$ cat config.mk
export PLATFORM = sky130hd
export DESIGN_NAME = mri_exec
export DESIGN_NICKNAME = d
export VERILOG_FILES = /design/src/include/mri_pkg.sv /design/src/include/mri_dec_if.sv /design/src/core/mri_exec.sv /design/src/core/mri_decode.sv
export SDC_FILE = /design/constraint.sdc
export NUM_CORES = 1
export LEC_CHECK = 0
export ABC_AREA = 1
export BUFFER_PORTS_ARGS = -buffer_cell sky130_fd_sc_hd__buf_2
export CORE_ASPECT_RATIO = 1.4
export CORE_MARGIN = 4
export CORE_UTILIZATION = 45
export DETAILED_ROUTE_END_ITERATION = 8
export HOLD_SLACK_MARGIN = 0.06
export PLACE_DENSITY = 0.75
export SYNTH_ARGS = -nofsm -noshare
export SYNTH_HDL_FRONTEND = slang
export SYNTH_HIERARCHICAL = 1
export SYNTH_SLANG_ARGS = --single-unit
$ cat constraint.sdc
create_clock -name clk_sys -period 1.3 [get_ports clk_sys]
set_input_delay 0.13 -clock clk_sys [delete_from_list [all_inputs] [get_ports clk_sys]]
set_output_delay 0.13 -clock clk_sys [all_outputs]
set_load 0.005 [all_outputs]
$ cat src/include/mri_pkg.sv
// Package for the move and return instruction executor
package mri_pkg;
    localparam int WORD_W = 14;
    localparam int DATA_W = 8;
    localparam int FADDR_W = 7;
    localparam int PC_W = 13;
    // Opcode patterns for the single-word instructions
    localparam logic [13:0] OP_NOP = 14'h0000;
    localparam logic [13:0] OP_RET = 14'h0008;
    localparam logic [13:0] OP_RETI = 14'h0009;
    localparam logic [5:0] OPH_MOVE_FILE_INSTR = 6'h08;
    localparam logic [6:0] OPH_STW = 7'h01;
    localparam logic [3:0] OPH_LDL = 4'hc;
    localparam logic [3:0] OPH_RETL = 4'hd;
    localparam int DEST_BIT = 7;
    localparam int LIT_MSB = 7;
    localparam int GIE_BIT = 7;
    localparam logic [12:0] ISR_VECTOR = 13'h0004;
    localparam logic [12:0] RESET_VECTOR = 13'h0000;
    localparam logic [7:0] INTERRUPT_CONTROL_REG_RESET = 8'h00;
    localparam logic [7:0] W_RESET = 8'h00;
    localparam logic [12:0] PC_STEP = 13'h0001;

    typedef enum logic [1:0] {
        MRI_EXEC = 2'b00,
        MRI_FLUSH = 2'b01
    } mri_state_t;

    typedef enum logic [2:0] {
        MRI_K_NOP,
        MRI_K_MOVE_FILE_INSTR,
        MRI_K_STW,
        MRI_K_LDL,
        MRI_K_RETI,
        MRI_K_RETL,
        MRI_K_RET,
        MRI_K_OTHER
    } mri_kind_t;
endpackage : mri_pkg

$ cat src/include/mri_dec_if.sv
// Decoded instruction fields passed from decoder to executor
`timescale 1ns/1ps
interface mri_dec_if;
    import mri_pkg::*;
    mri_pkg::mri_kind_t kind;
    logic [6:0] faddr;
    logic dest_file;
    logic [7:0] lit;
    modport dec (output kind, faddr, dest_file, lit);
    modport exe (input kind, faddr, dest_file, lit);
endinterface : mri_dec_if

$ cat src/core/mri_exec.sv
// Executor for register moves, no-operation and returns
//
// What this block does
// - Move-file copies addressed register to working register or back to itself.
// - Move-file sets zero flag from moved value for either destination.
// - Store-working writes working register to addressed file, flags untouched.
// - Load-literal puts 8-bit immediate into working register, flags untouched.
// - Interrupt return pops stack into program counter over two cycles.
// - Interrupt return also sets global interrupt enable, bit 7 of control.
// - Literal return loads immediate into working register, flags untouched.
// - Literal return loads program counter from popped stack top, two cycles.
// - Subroutine return pops stack into counter, two cycles, enable untouched.
// - Interrupt with global enable set vectors to address 0004h.
`timescale 1ns/1ps
module mri_exec
    import mri_pkg::*;
(
    // Clock and reset
    input wire logic clk_sys,
    input wire logic rst_n,
    // Instruction cycle enable from the core divider
    input wire logic cyc_en,
    // Program memory
    input wire logic [13:0] instr,
    output logic [12:0] pc,
    // File register port
    input wire logic [7:0] file_rdata,
    output logic [6:0] file_addr,
    output logic [7:0] file_wdata,
    output logic file_we,
    // Stack
    input wire logic [12:0] stack_top,
    output logic stack_pop,
    output logic stack_push,
    output logic [12:0] stack_push_data,
    // Interrupt request, already on this clock
    input wire logic irq_req,
    // Core state
    output logic [7:0] working,
    output logic zero_flag,
    output logic [7:0] interrupt_control_reg,
    output logic global_irq_enable,
    output logic unhandled
);
    mri_dec_if dec_bus ();

    mri_decode u_dec (
        .instr(instr),
        .dec(dec_bus)
    );

    mri_state_t state_r, state_nxt;
    logic [12:0] pc_r, pc_nxt;
    logic [7:0] w_r, w_nxt;
    logic z_r, z_nxt;
    logic [7:0] ictl_r, ictl_nxt;
    logic [6:0] fa_r, fa_nxt;
    logic [7:0] fd_r, fd_nxt;
    logic fwe_r, fwe_nxt;
    logic pop_r, pop_nxt;
    logic push_r, push_nxt;
    logic [12:0] pushd_r, pushd_nxt;
    logic unh_r, unh_nxt;
    // Interrupt entry pre-empts the word in hand and is never taken in a flush
    logic take_irq;
    logic exec_slot;

    function automatic logic is_zero(input logic [7:0] v);
        return v == 8'h00;
    endfunction : is_zero

    assign take_irq = irq_req && ictl_r[GIE_BIT];
    // Working register, flag and file writes change only where a word really executes
    assign exec_slot = cyc_en && (state_r == MRI_EXEC) && !take_irq;

    // Program flow: counter, stack strobes, enable bit and cycle state
    always_comb begin
        state_nxt = state_r;
        pc_nxt = pc_r;
        ictl_nxt = ictl_r;
        pop_nxt = 1'b0;
        push_nxt = 1'b0;
        pushd_nxt = pushd_r;
        if (cyc_en) begin
            case (state_r)
                MRI_EXEC: begin
                    if (take_irq) begin
                        // Vector; current word re-fetched after return
                        pc_nxt = ISR_VECTOR;
                        push_nxt = 1'b1;
                        pushd_nxt = pc_r;
                        ictl_nxt[GIE_BIT] = 1'b0;
                        state_nxt = MRI_FLUSH;
                    end else begin
                        pc_nxt = pc_r + PC_STEP;
                        case (dec_bus.kind)
                            MRI_K_RETI: begin
                                pc_nxt = stack_top;
                                pop_nxt = 1'b1;
                                ictl_nxt[GIE_BIT] = 1'b1;
                                state_nxt = MRI_FLUSH;
                            end
                            MRI_K_RETL: begin
                                pc_nxt = stack_top;
                                pop_nxt = 1'b1;
                                state_nxt = MRI_FLUSH;
                            end
                            MRI_K_RET: begin
                                // Enable bit left as it was
                                pc_nxt = stack_top;
                                pop_nxt = 1'b1;
                                state_nxt = MRI_FLUSH;
                            end
                            default: begin
                                // One-cycle instructions only advance the counter
                            end
                        endcase
                    end
                end
                MRI_FLUSH: begin
                    // Second cycle discards the prefetched word
                    state_nxt = MRI_EXEC;
                end
                default: state_nxt = MRI_EXEC;
            endcase
        end
    end

    // Data path: working register, zero flag, file port and decode fault
    always_comb begin
        w_nxt = w_r;
        z_nxt = z_r;
        fa_nxt = dec_bus.faddr;
        fd_nxt = fd_r;
        fwe_nxt = 1'b0;
        unh_nxt = 1'b0;
        if (exec_slot) begin
            case (dec_bus.kind)
                MRI_K_NOP: begin
                end
                MRI_K_MOVE_FILE_INSTR: begin
                    if (dec_bus.dest_file) begin
                        // Written back unchanged; only the flag matters
                        fd_nxt = file_rdata;
                        fwe_nxt = 1'b1;
                    end else begin
                        w_nxt = file_rdata;
                    end
                    z_nxt = is_zero(file_rdata);
                end
                MRI_K_STW: begin
                    // Flags deliberately not touched
                    fd_nxt = w_r;
                    fwe_nxt = 1'b1;
                end
                MRI_K_LDL: begin
                    w_nxt = dec_bus.lit;
                end
                MRI_K_RETL: begin
                    w_nxt = dec_bus.lit;
                end
                MRI_K_RETI, MRI_K_RET: begin
                    // Flow group does all the work of these
                end
                default: begin
                    // Outside this group; flagged, treated as no-op
                    unh_nxt = 1'b1;
                end
            endcase
        end
    end

    // Flow group registers
    always_ff @(posedge clk_sys or negedge rst_n) begin
        if (!rst_n) begin
            state_r <= MRI_EXEC;
            pc_r <= RESET_VECTOR;
            ictl_r <= INTERRUPT_CONTROL_REG_RESET;
            pop_r <= 1'b0;
            push_r <= 1'b0;
            pushd_r <= 13'h0000;
        end else begin
            state_r <= state_nxt;
            pc_r <= pc_nxt;
            ictl_r <= ictl_nxt;
            pop_r <= pop_nxt;
            push_r <= push_nxt;
            pushd_r <= pushd_nxt;
        end
    end

    // Data group registers
    always_ff @(posedge clk_sys or negedge rst_n) begin
        if (!rst_n) begin
            w_r <= W_RESET;
            z_r <= 1'b0;
            fa_r <= 7'h00;
            fd_r <= 8'h00;
            fwe_r <= 1'b0;
            unh_r <= 1'b0;
        end else begin
            w_r <= w_nxt;
            z_r <= z_nxt;
            fa_r <= fa_nxt;
            fd_r <= fd_nxt;
            fwe_r <= fwe_nxt;
            unh_r <= unh_nxt;
        end
    end

    assign pc = pc_r;
    assign working = w_r;
    assign zero_flag = z_r;
    assign interrupt_control_reg = ictl_r;
    assign global_irq_enable = ictl_r[GIE_BIT];
    assign file_addr = fa_r;
    assign file_wdata = fd_r;
    assign file_we = fwe_r;
    assign stack_pop = pop_r;
    assign stack_push = push_r;
    assign stack_push_data = pushd_r;
    assign unhandled = unh_r;
endmodule : mri_exec

$ cat src/core/mri_decode.sv
// Instruction word decoder for the move and return group
`timescale 1ns/1ps
module mri_decode
    import mri_pkg::*;
(
    // Instruction word
    input wire logic [13:0] instr,
    // Decoded fields
    mri_dec_if.dec dec
);
    function automatic mri_kind_t classify(input logic [13:0] w);
        if (w == OP_NOP) return MRI_K_NOP;
        if (w == OP_RET) return MRI_K_RET;
        if (w == OP_RETI) return MRI_K_RETI;
        if (w[13:8] == OPH_MOVE_FILE_INSTR) return MRI_K_MOVE_FILE_INSTR;
        if (w[13:7] == OPH_STW) return MRI_K_STW;
        // Literal load ignores its two low opcode bits
        if (w[13:10] == OPH_LDL) return MRI_K_LDL;
        if (w[13:10] == OPH_RETL) return MRI_K_RETL;
        return MRI_K_OTHER;
    endfunction : classify

    always_comb begin
        dec.kind = classify(instr);
        dec.faddr = instr[FADDR_W-1:0];
        dec.dest_file = instr[DEST_BIT];
        dec.lit = instr[LIT_MSB:0];
    end
endmodule : mri_decode

Word-level counts from Yosys, hierarchy flattened
Cells that the tools add are included.
{ "op_classes": {"add_sub_neg": 1, "eq_ne": 15, "mux": 68, "n_reduce_logical": 21} }
{ "ops": {"columns": ["cell", "n"], "rows": [
  ["$mux 3", 17],
  ["$mux 1", 41],
  ["$pmux 8 s2", 2],
  ["$eq 14x4->1 const B", 2],
  ["$mux 13", 2],
  ["$mux 8", 2],
  ["$logic_not 14->1", 1],
  ["$add 13x1->13 const B", 1],
  ["$reduce_and 3->1", 4],
  ["$eq 3x3->1 const B", 3],
  ["$eq 4x4->1 const B", 2],
  ["$logic_not 8->1", 1],
  ["$eq 7x1->1 const B", 1],
  ["$reduce_or 7->1", 1],
  ["$eq 3x2->1 const B", 2],
  ["$eq 6x4->1 const B", 1],
  ["$mux 2", 3],
  ["$reduce_and 2->1", 3],
  ["$reduce_bool 2->1", 3],
  ["$ne 2x2->1 const B", 2],
  ["$eq 3x1->1 const B", 1],
  ["$logic_and 1x1->1", 3],
  ["$logic_not 3->1", 1],
  ["$ne 3x3->1 const B", 1],
  ["5 further kinds", 5]
]} }
{ "word_totals": {"regBits": 57} }

Logic depth before layout (Yosys ltp)
{ "logic_depth": {"depth_word": 36, "ltp_mapped": 14} }

Cells and area by module
The synthesis kept the hierarchy.
{ "modules_own_cells": {"columns": ["module", "area_per_inst_um2", "n_inst", "cells_per_inst"], "rows": [
  ["mri_exec", 2753.9, 1, 333],
  ["mri_decode", 299.0, 1, 59]
]} }

Worst setup path after synthesis
Ideal clock, no wire load.
{ "synth_timing": {"path_kind": "in2reg", "startpoint": "in instr[8]", "endpoint": "reg w_r[0], in the netlist working[0]", "path_stages": 12, "arrival_time_ps": 1532, "setup_slack_ps": -358, "path_buffers": 1, "cell_sequence": "nor2_1 > nand2_2 > nor2_1 > nor2_1 > nand2_1 > nor2_1 > nand2_1 > nand2_4 > nand2_4 > a21oi_4 > buf_6 > o21ai_0"} }
{ "synth_between": {"elab_chain_cells": 21} }
{ "synth_rtl": {"columns": ["item", "line", "rtl"], "rows": [
  ["start, declared", "mri_exec.sv:24", "input wire logic [13:0] instr,"],
  ["$eq 14x4->1", "mri_decode.sv:13", "if (w == OP_RET) return MRI_K_RET;"],
  ["$mux 3 (2 in series)", "mri_decode.sv:13", null],
  ["$mux 3 (2 in series)", "mri_decode.sv:14", "if (w == OP_RETI) return MRI_K_RETI;"],
  ["$mux 3", "mri_decode.sv:13", null],
  ["$mux 3", "mri_decode.sv:15", "if (w[13:8] == OPH_MOVE_FILE_INSTR) return MRI_K_MOVE_FILE_INSTR;"],
  ["$mux 3", "mri_decode.sv:16", "if (w[13:7] == OPH_STW) return MRI_K_STW;"],
  ["$mux 3", "mri_decode.sv:18", "if (w[13:10] == OPH_LDL) return MRI_K_LDL;"],
  ["$mux 3", "mri_decode.sv:19", "if (w[13:10] == OPH_RETL) return MRI_K_RETL;"],
  ["(+4 left out)", null, null],
  ["$mux 3", "mri_decode.sv:15", null],
  ["$mux 3", "mri_decode.sv:14", null],
  ["$mux 3 (*)", "mri_decode.sv:13", null],
  ["named net dec_bus.kind[1]", "mri_dec_if.sv:5", "mri_pkg::mri_kind_t kind;"],
  ["$eq 3x3->1 / $eq 3x2->1 (equally long branches)", "mri_exec.sv:138", "case (dec_bus.kind)"],
  ["$reduce_or 2->1 (no line)", null, null],
  ["$reduce_bool 2->1 (no line)", null, null],
  ["$reduce_and 3->1 (no line)", null, null],
  ["end signal, assigned", "mri_exec.sv:202", "w_r <= w_nxt;"],
  ["end, declared", "mri_exec.sv:54", "logic [7:0] w_r, w_nxt;"]
]} }
The timed path passes the listed nets; every way through them passes the cells marked *. The select of a mux whose other input is x is not followed.
A chain may end at the register's enable or synchronous reset.

Final worst setup path
Same ends and word-level chain as after synthesis.

==> flow_summary.json <==
{
  "status": "finished, violations left",
  "violations": "negative setup slack",
  "cpPeakStageDelay_ns": 0.20,
  "row_count": 35,
  "antenna_left": 0,
  "slowest_stage": "clkbuf_16",
  "synth_top_area_frac": 0.4590,
  "drtIter0Drc": 158,
  "async_flop_share": 1.000,
  "cts_root_buf": "clkbuf_8",
  "internal_power_mw": 3.913,
  "rsz0062_at_grt": "true",
  "r2r-start": "state_r[0]$_DFFE_PN0P_",
  "cts_made_buffers": 5,
  "dieArea_um2": 8184,
  "power_mw": 6.322,
  "fmax_ghz": 0.6802,
  "coreArea_um2": 6613,
  "max-vdd-ir-drop_v": 0.0007706,
  "slew_violations": 0,
  "synth_flop_cell": "dfrtp_1",
  "wl_per_cell_um": 14.77,
  "period_share": 1.131,
  "synth.area.top_cells": "dfrtp_1 46%, nand2_1 13%, nor2_1 6.4%",
  "cp_common_cell": "nand2_2",
  "drtPass1Iterations": 4,
  "synth_cell_type_count": 30,
  "synth_seq_area_share": 0.4590,
  "crit_arrival_ns": 1.68,
  "start_util": 0.4617,
  "grt-ovfl-total": 0,
  "yosysTopAreaCell": "dfrtp_1",
  "pwr-share-comb": 0.418,
  "die_h_um": 105.5,
  "setup_viol": 24,
  "area_growth_pct": 50.66,
  "cellPowerDensity_nw_per_um2": 1375,
  "cts.sinks": 56,
  "port_buffers": 94,
  "min_path_cells": 3,
  "yosysWarnings": 6,
  "finalHoldViolations": 0,
  "crit_buf_inv": 3,
  "antenna_found_initial": 0,
  "dp_slack_ns": -0.4731,
  "dp.cells": 596,
  "syn_inst": 392,
  "layoutNonFillerInstCount": 626,
  "synth_common_cells": "103 x nand2_1, 56 x dfrtp_1, 52 x nor2_1",
  "via_per_inst": 4.986,
  "skew_ns": 0.01396,
  "clockBufferDepth": 2,
  "setup_ws_ns": -0.1702,
  "drcViolationCount": 0,
  "syn-mean-instance-area_um2": 7.788,
  "switching_power_mw": 2.409,
  "hold_class": "in -> reg",
  "yosysMostFrequentCell": "nand2_1",
  "r2r-end": "working[0]$_DFFE_PN0P_",
  "crit_path_max_fanout": 8,
  "crit_required_ns": 1.51,
  "mappedNetlistArea_um2": 3053,
  "crit_type": "in -> reg",
  "seqPwrFrac": 0.426,
  "critPathLaunchType": "input port",
  "final_nets": 573,
  "insertion_delay_ns": 0.32,
  "num_vias": 3121,
  "cts_tree": "done",
  "maxCapViolCount": 0,
  "insertedDiodeCount": 0,
  "hold_end": "pc[0]$_DFFE_PN0N_",
  "cp_cell_sequence": "buf_6 > nor2_4 > nand2_2 > nor2_2 > nor2_1 > nand2_2 > nor2_4 > nand2_2 > buf_6 > nand2_4 > nand2_4 > a21oi_4 > clkbuf_16 > o21ai_2",
  "leakage_nw": 2.419,
  "reg2regPathDepth": 7,
  "end_kind": "flop",
  "io_pins": 102,
  "htreeDepth": 2,
  "wirelength_um": 9243,
  "fin_crit_ns": 1.470,
  "track_usage": 0.1964,
  "grt_pass1_vias": 2948,
  "die_w_um": 77.61,
  "globalplace.congestion": 0.8813,
  "clk_pin_slew_ns": 0.10,
  "r2r_setup_slack_ns": -0.07,
  "grt_first_pass_wirelength_um": 13170,
  "dp_hpwl_um": 5943,
  "synth_edf_count": 0,
  "layout-drive-gt1-share": 0.4757,
  "ys_ff_latch": 56,
  "swShare": 0.3810,
  "holdCritStartpoint": "stack_top[0]",
  "path_delay_family": "simple AND/OR/NAND/NOR gates",
  "grt_max_degree": 57,
  "pwr-share-clk": 0.156
}
layout make-up:
| type | count | area [um2] |
|---|---|---|
| tap | 92 | 115.1 |
| timing repair buffer | 160 | 1212 |
| inverter | 37 | 151.4 |
| clock buffer | 5 | 68.82 |
| fill | 517 | 2013 |
| multi-input combinational | 273 | 1625 |
| sequential | 56 | 1404 |
| clock inverter | 3 | 22.52 |
power groups by stage:
stage               Clock (mW)  Sequential, mW  Combinational, mW
global placement             0            2.63               2.07
global route              1.10            2.76               2.93
floorplan                    0            2.70              0.956
detailed placement           0            2.64               2.14
CTS                       1.01            2.62               2.23
finish                   0.985            2.69               2.64
layer usage:
metal  share of wire  GRT usage  wire length [um]  vias to the layer above
met5               0          0                 0                        -
met4           0.020    0.06234               187                        0
met3           0.059    0.03675               548                       15
met2            0.55     0.3658              5113                      102
met1            0.37     0.2213              3392                     1498
li1                -          -                 -                     1506
timing repair:
| action | 4_1_cts | 5_1_grt |
|---|---|---|
| cloned | 0 | 4 |
| resized for setup | 19 | 107 |
| setup buffers | 2 | 6 |
| endpoints found under the setup margin | 24 | 45 |
| endpoints found under the hold margin | 63 | 2 |
| hold buffers | 8 | 2 |
| pin swaps | 8 | 32 |
cells in the final DEF, fill, tap and decap left out, types with 8 or more instances in the layout:
cell            n
buf_4          41
nand2_4        10
dlygate4sd3_1  10
a21oi_1        12
nor2_2         13
o21ai_0        13
nor2_1         29
nand3_1        21
o21a_1          8
inv_1          28
o21ai_2         9
buf_2          84
nor2_4         13
nand2_1        77
dfrtp_1        54
nand2_2        22
buf_6          15
worst register-to-register path, cell delays in order (launching register included):
cell	delay (ns)
dfrtp_1	0.43
nor2_4	0.15
nand2_4	0.09
inv_1	0.09
nand2_2	0.07
a21oi_4	0.18
clkbuf_16	0.20
o21ai_2	0.06
per-stage QoR:
stage | hold WS, ns | setup TNS (ns) | instance area, um2 | utilization
after floorplan | -0.1656 | -6.091 | 3085 | -
after global placement | 0.1534 | -10.61 | 3859 | 0.5835
after detailed placement | 0.1562 | -12.19 | 3859 | 0.5835
after CTS | 0.06228 | -1.334 | 4098 | 0.6197
after global routing | 0.1184 | -4.568 | 4599 | 0.6956
final | 0.1010 | -2.281 | 4599 | 0.6956
worst max path at each step:
| stage | slack (ns) | endpoint | from | cells after the start |
|---|---|---|---|---|
| finish | -0.17 | working[0]$_DFFE_PN0P_ | instr[8] | 14 |
| CTS | -0.10 | working[2]$_DFFE_PN0P_ | instr[10] | 13 |
| floorplan | -0.28 | working[0]$_DFFE_PN0P_ | instr[10] | 10 |
| global placement | -0.40 | file_wdata[7]$_DFFE_PN0P_ | instr[10] | 12 |
| global route | -0.23 | working[5]$_DFFE_PN0P_ | instr[8] | 15 |
| detailed placement | -0.47 | file_wdata[6]$_DFFE_PN0P_ | instr[10] | 12 |
cells by family after synthesis:
group                    Yosys count  synth area share
adder cells (fa/ha/maj)            1          0.004098
other                              1          0.001228
XOR/XNOR                           2          0.005739
buffers and inverters             69            0.1209
AO/OA/AOI/OAI                     59            0.1189
AND/OR/NAND/NOR                  204            0.2902
flip-flops                        56            0.4590
Note: power is estimated with default switching activity, not from simulation.
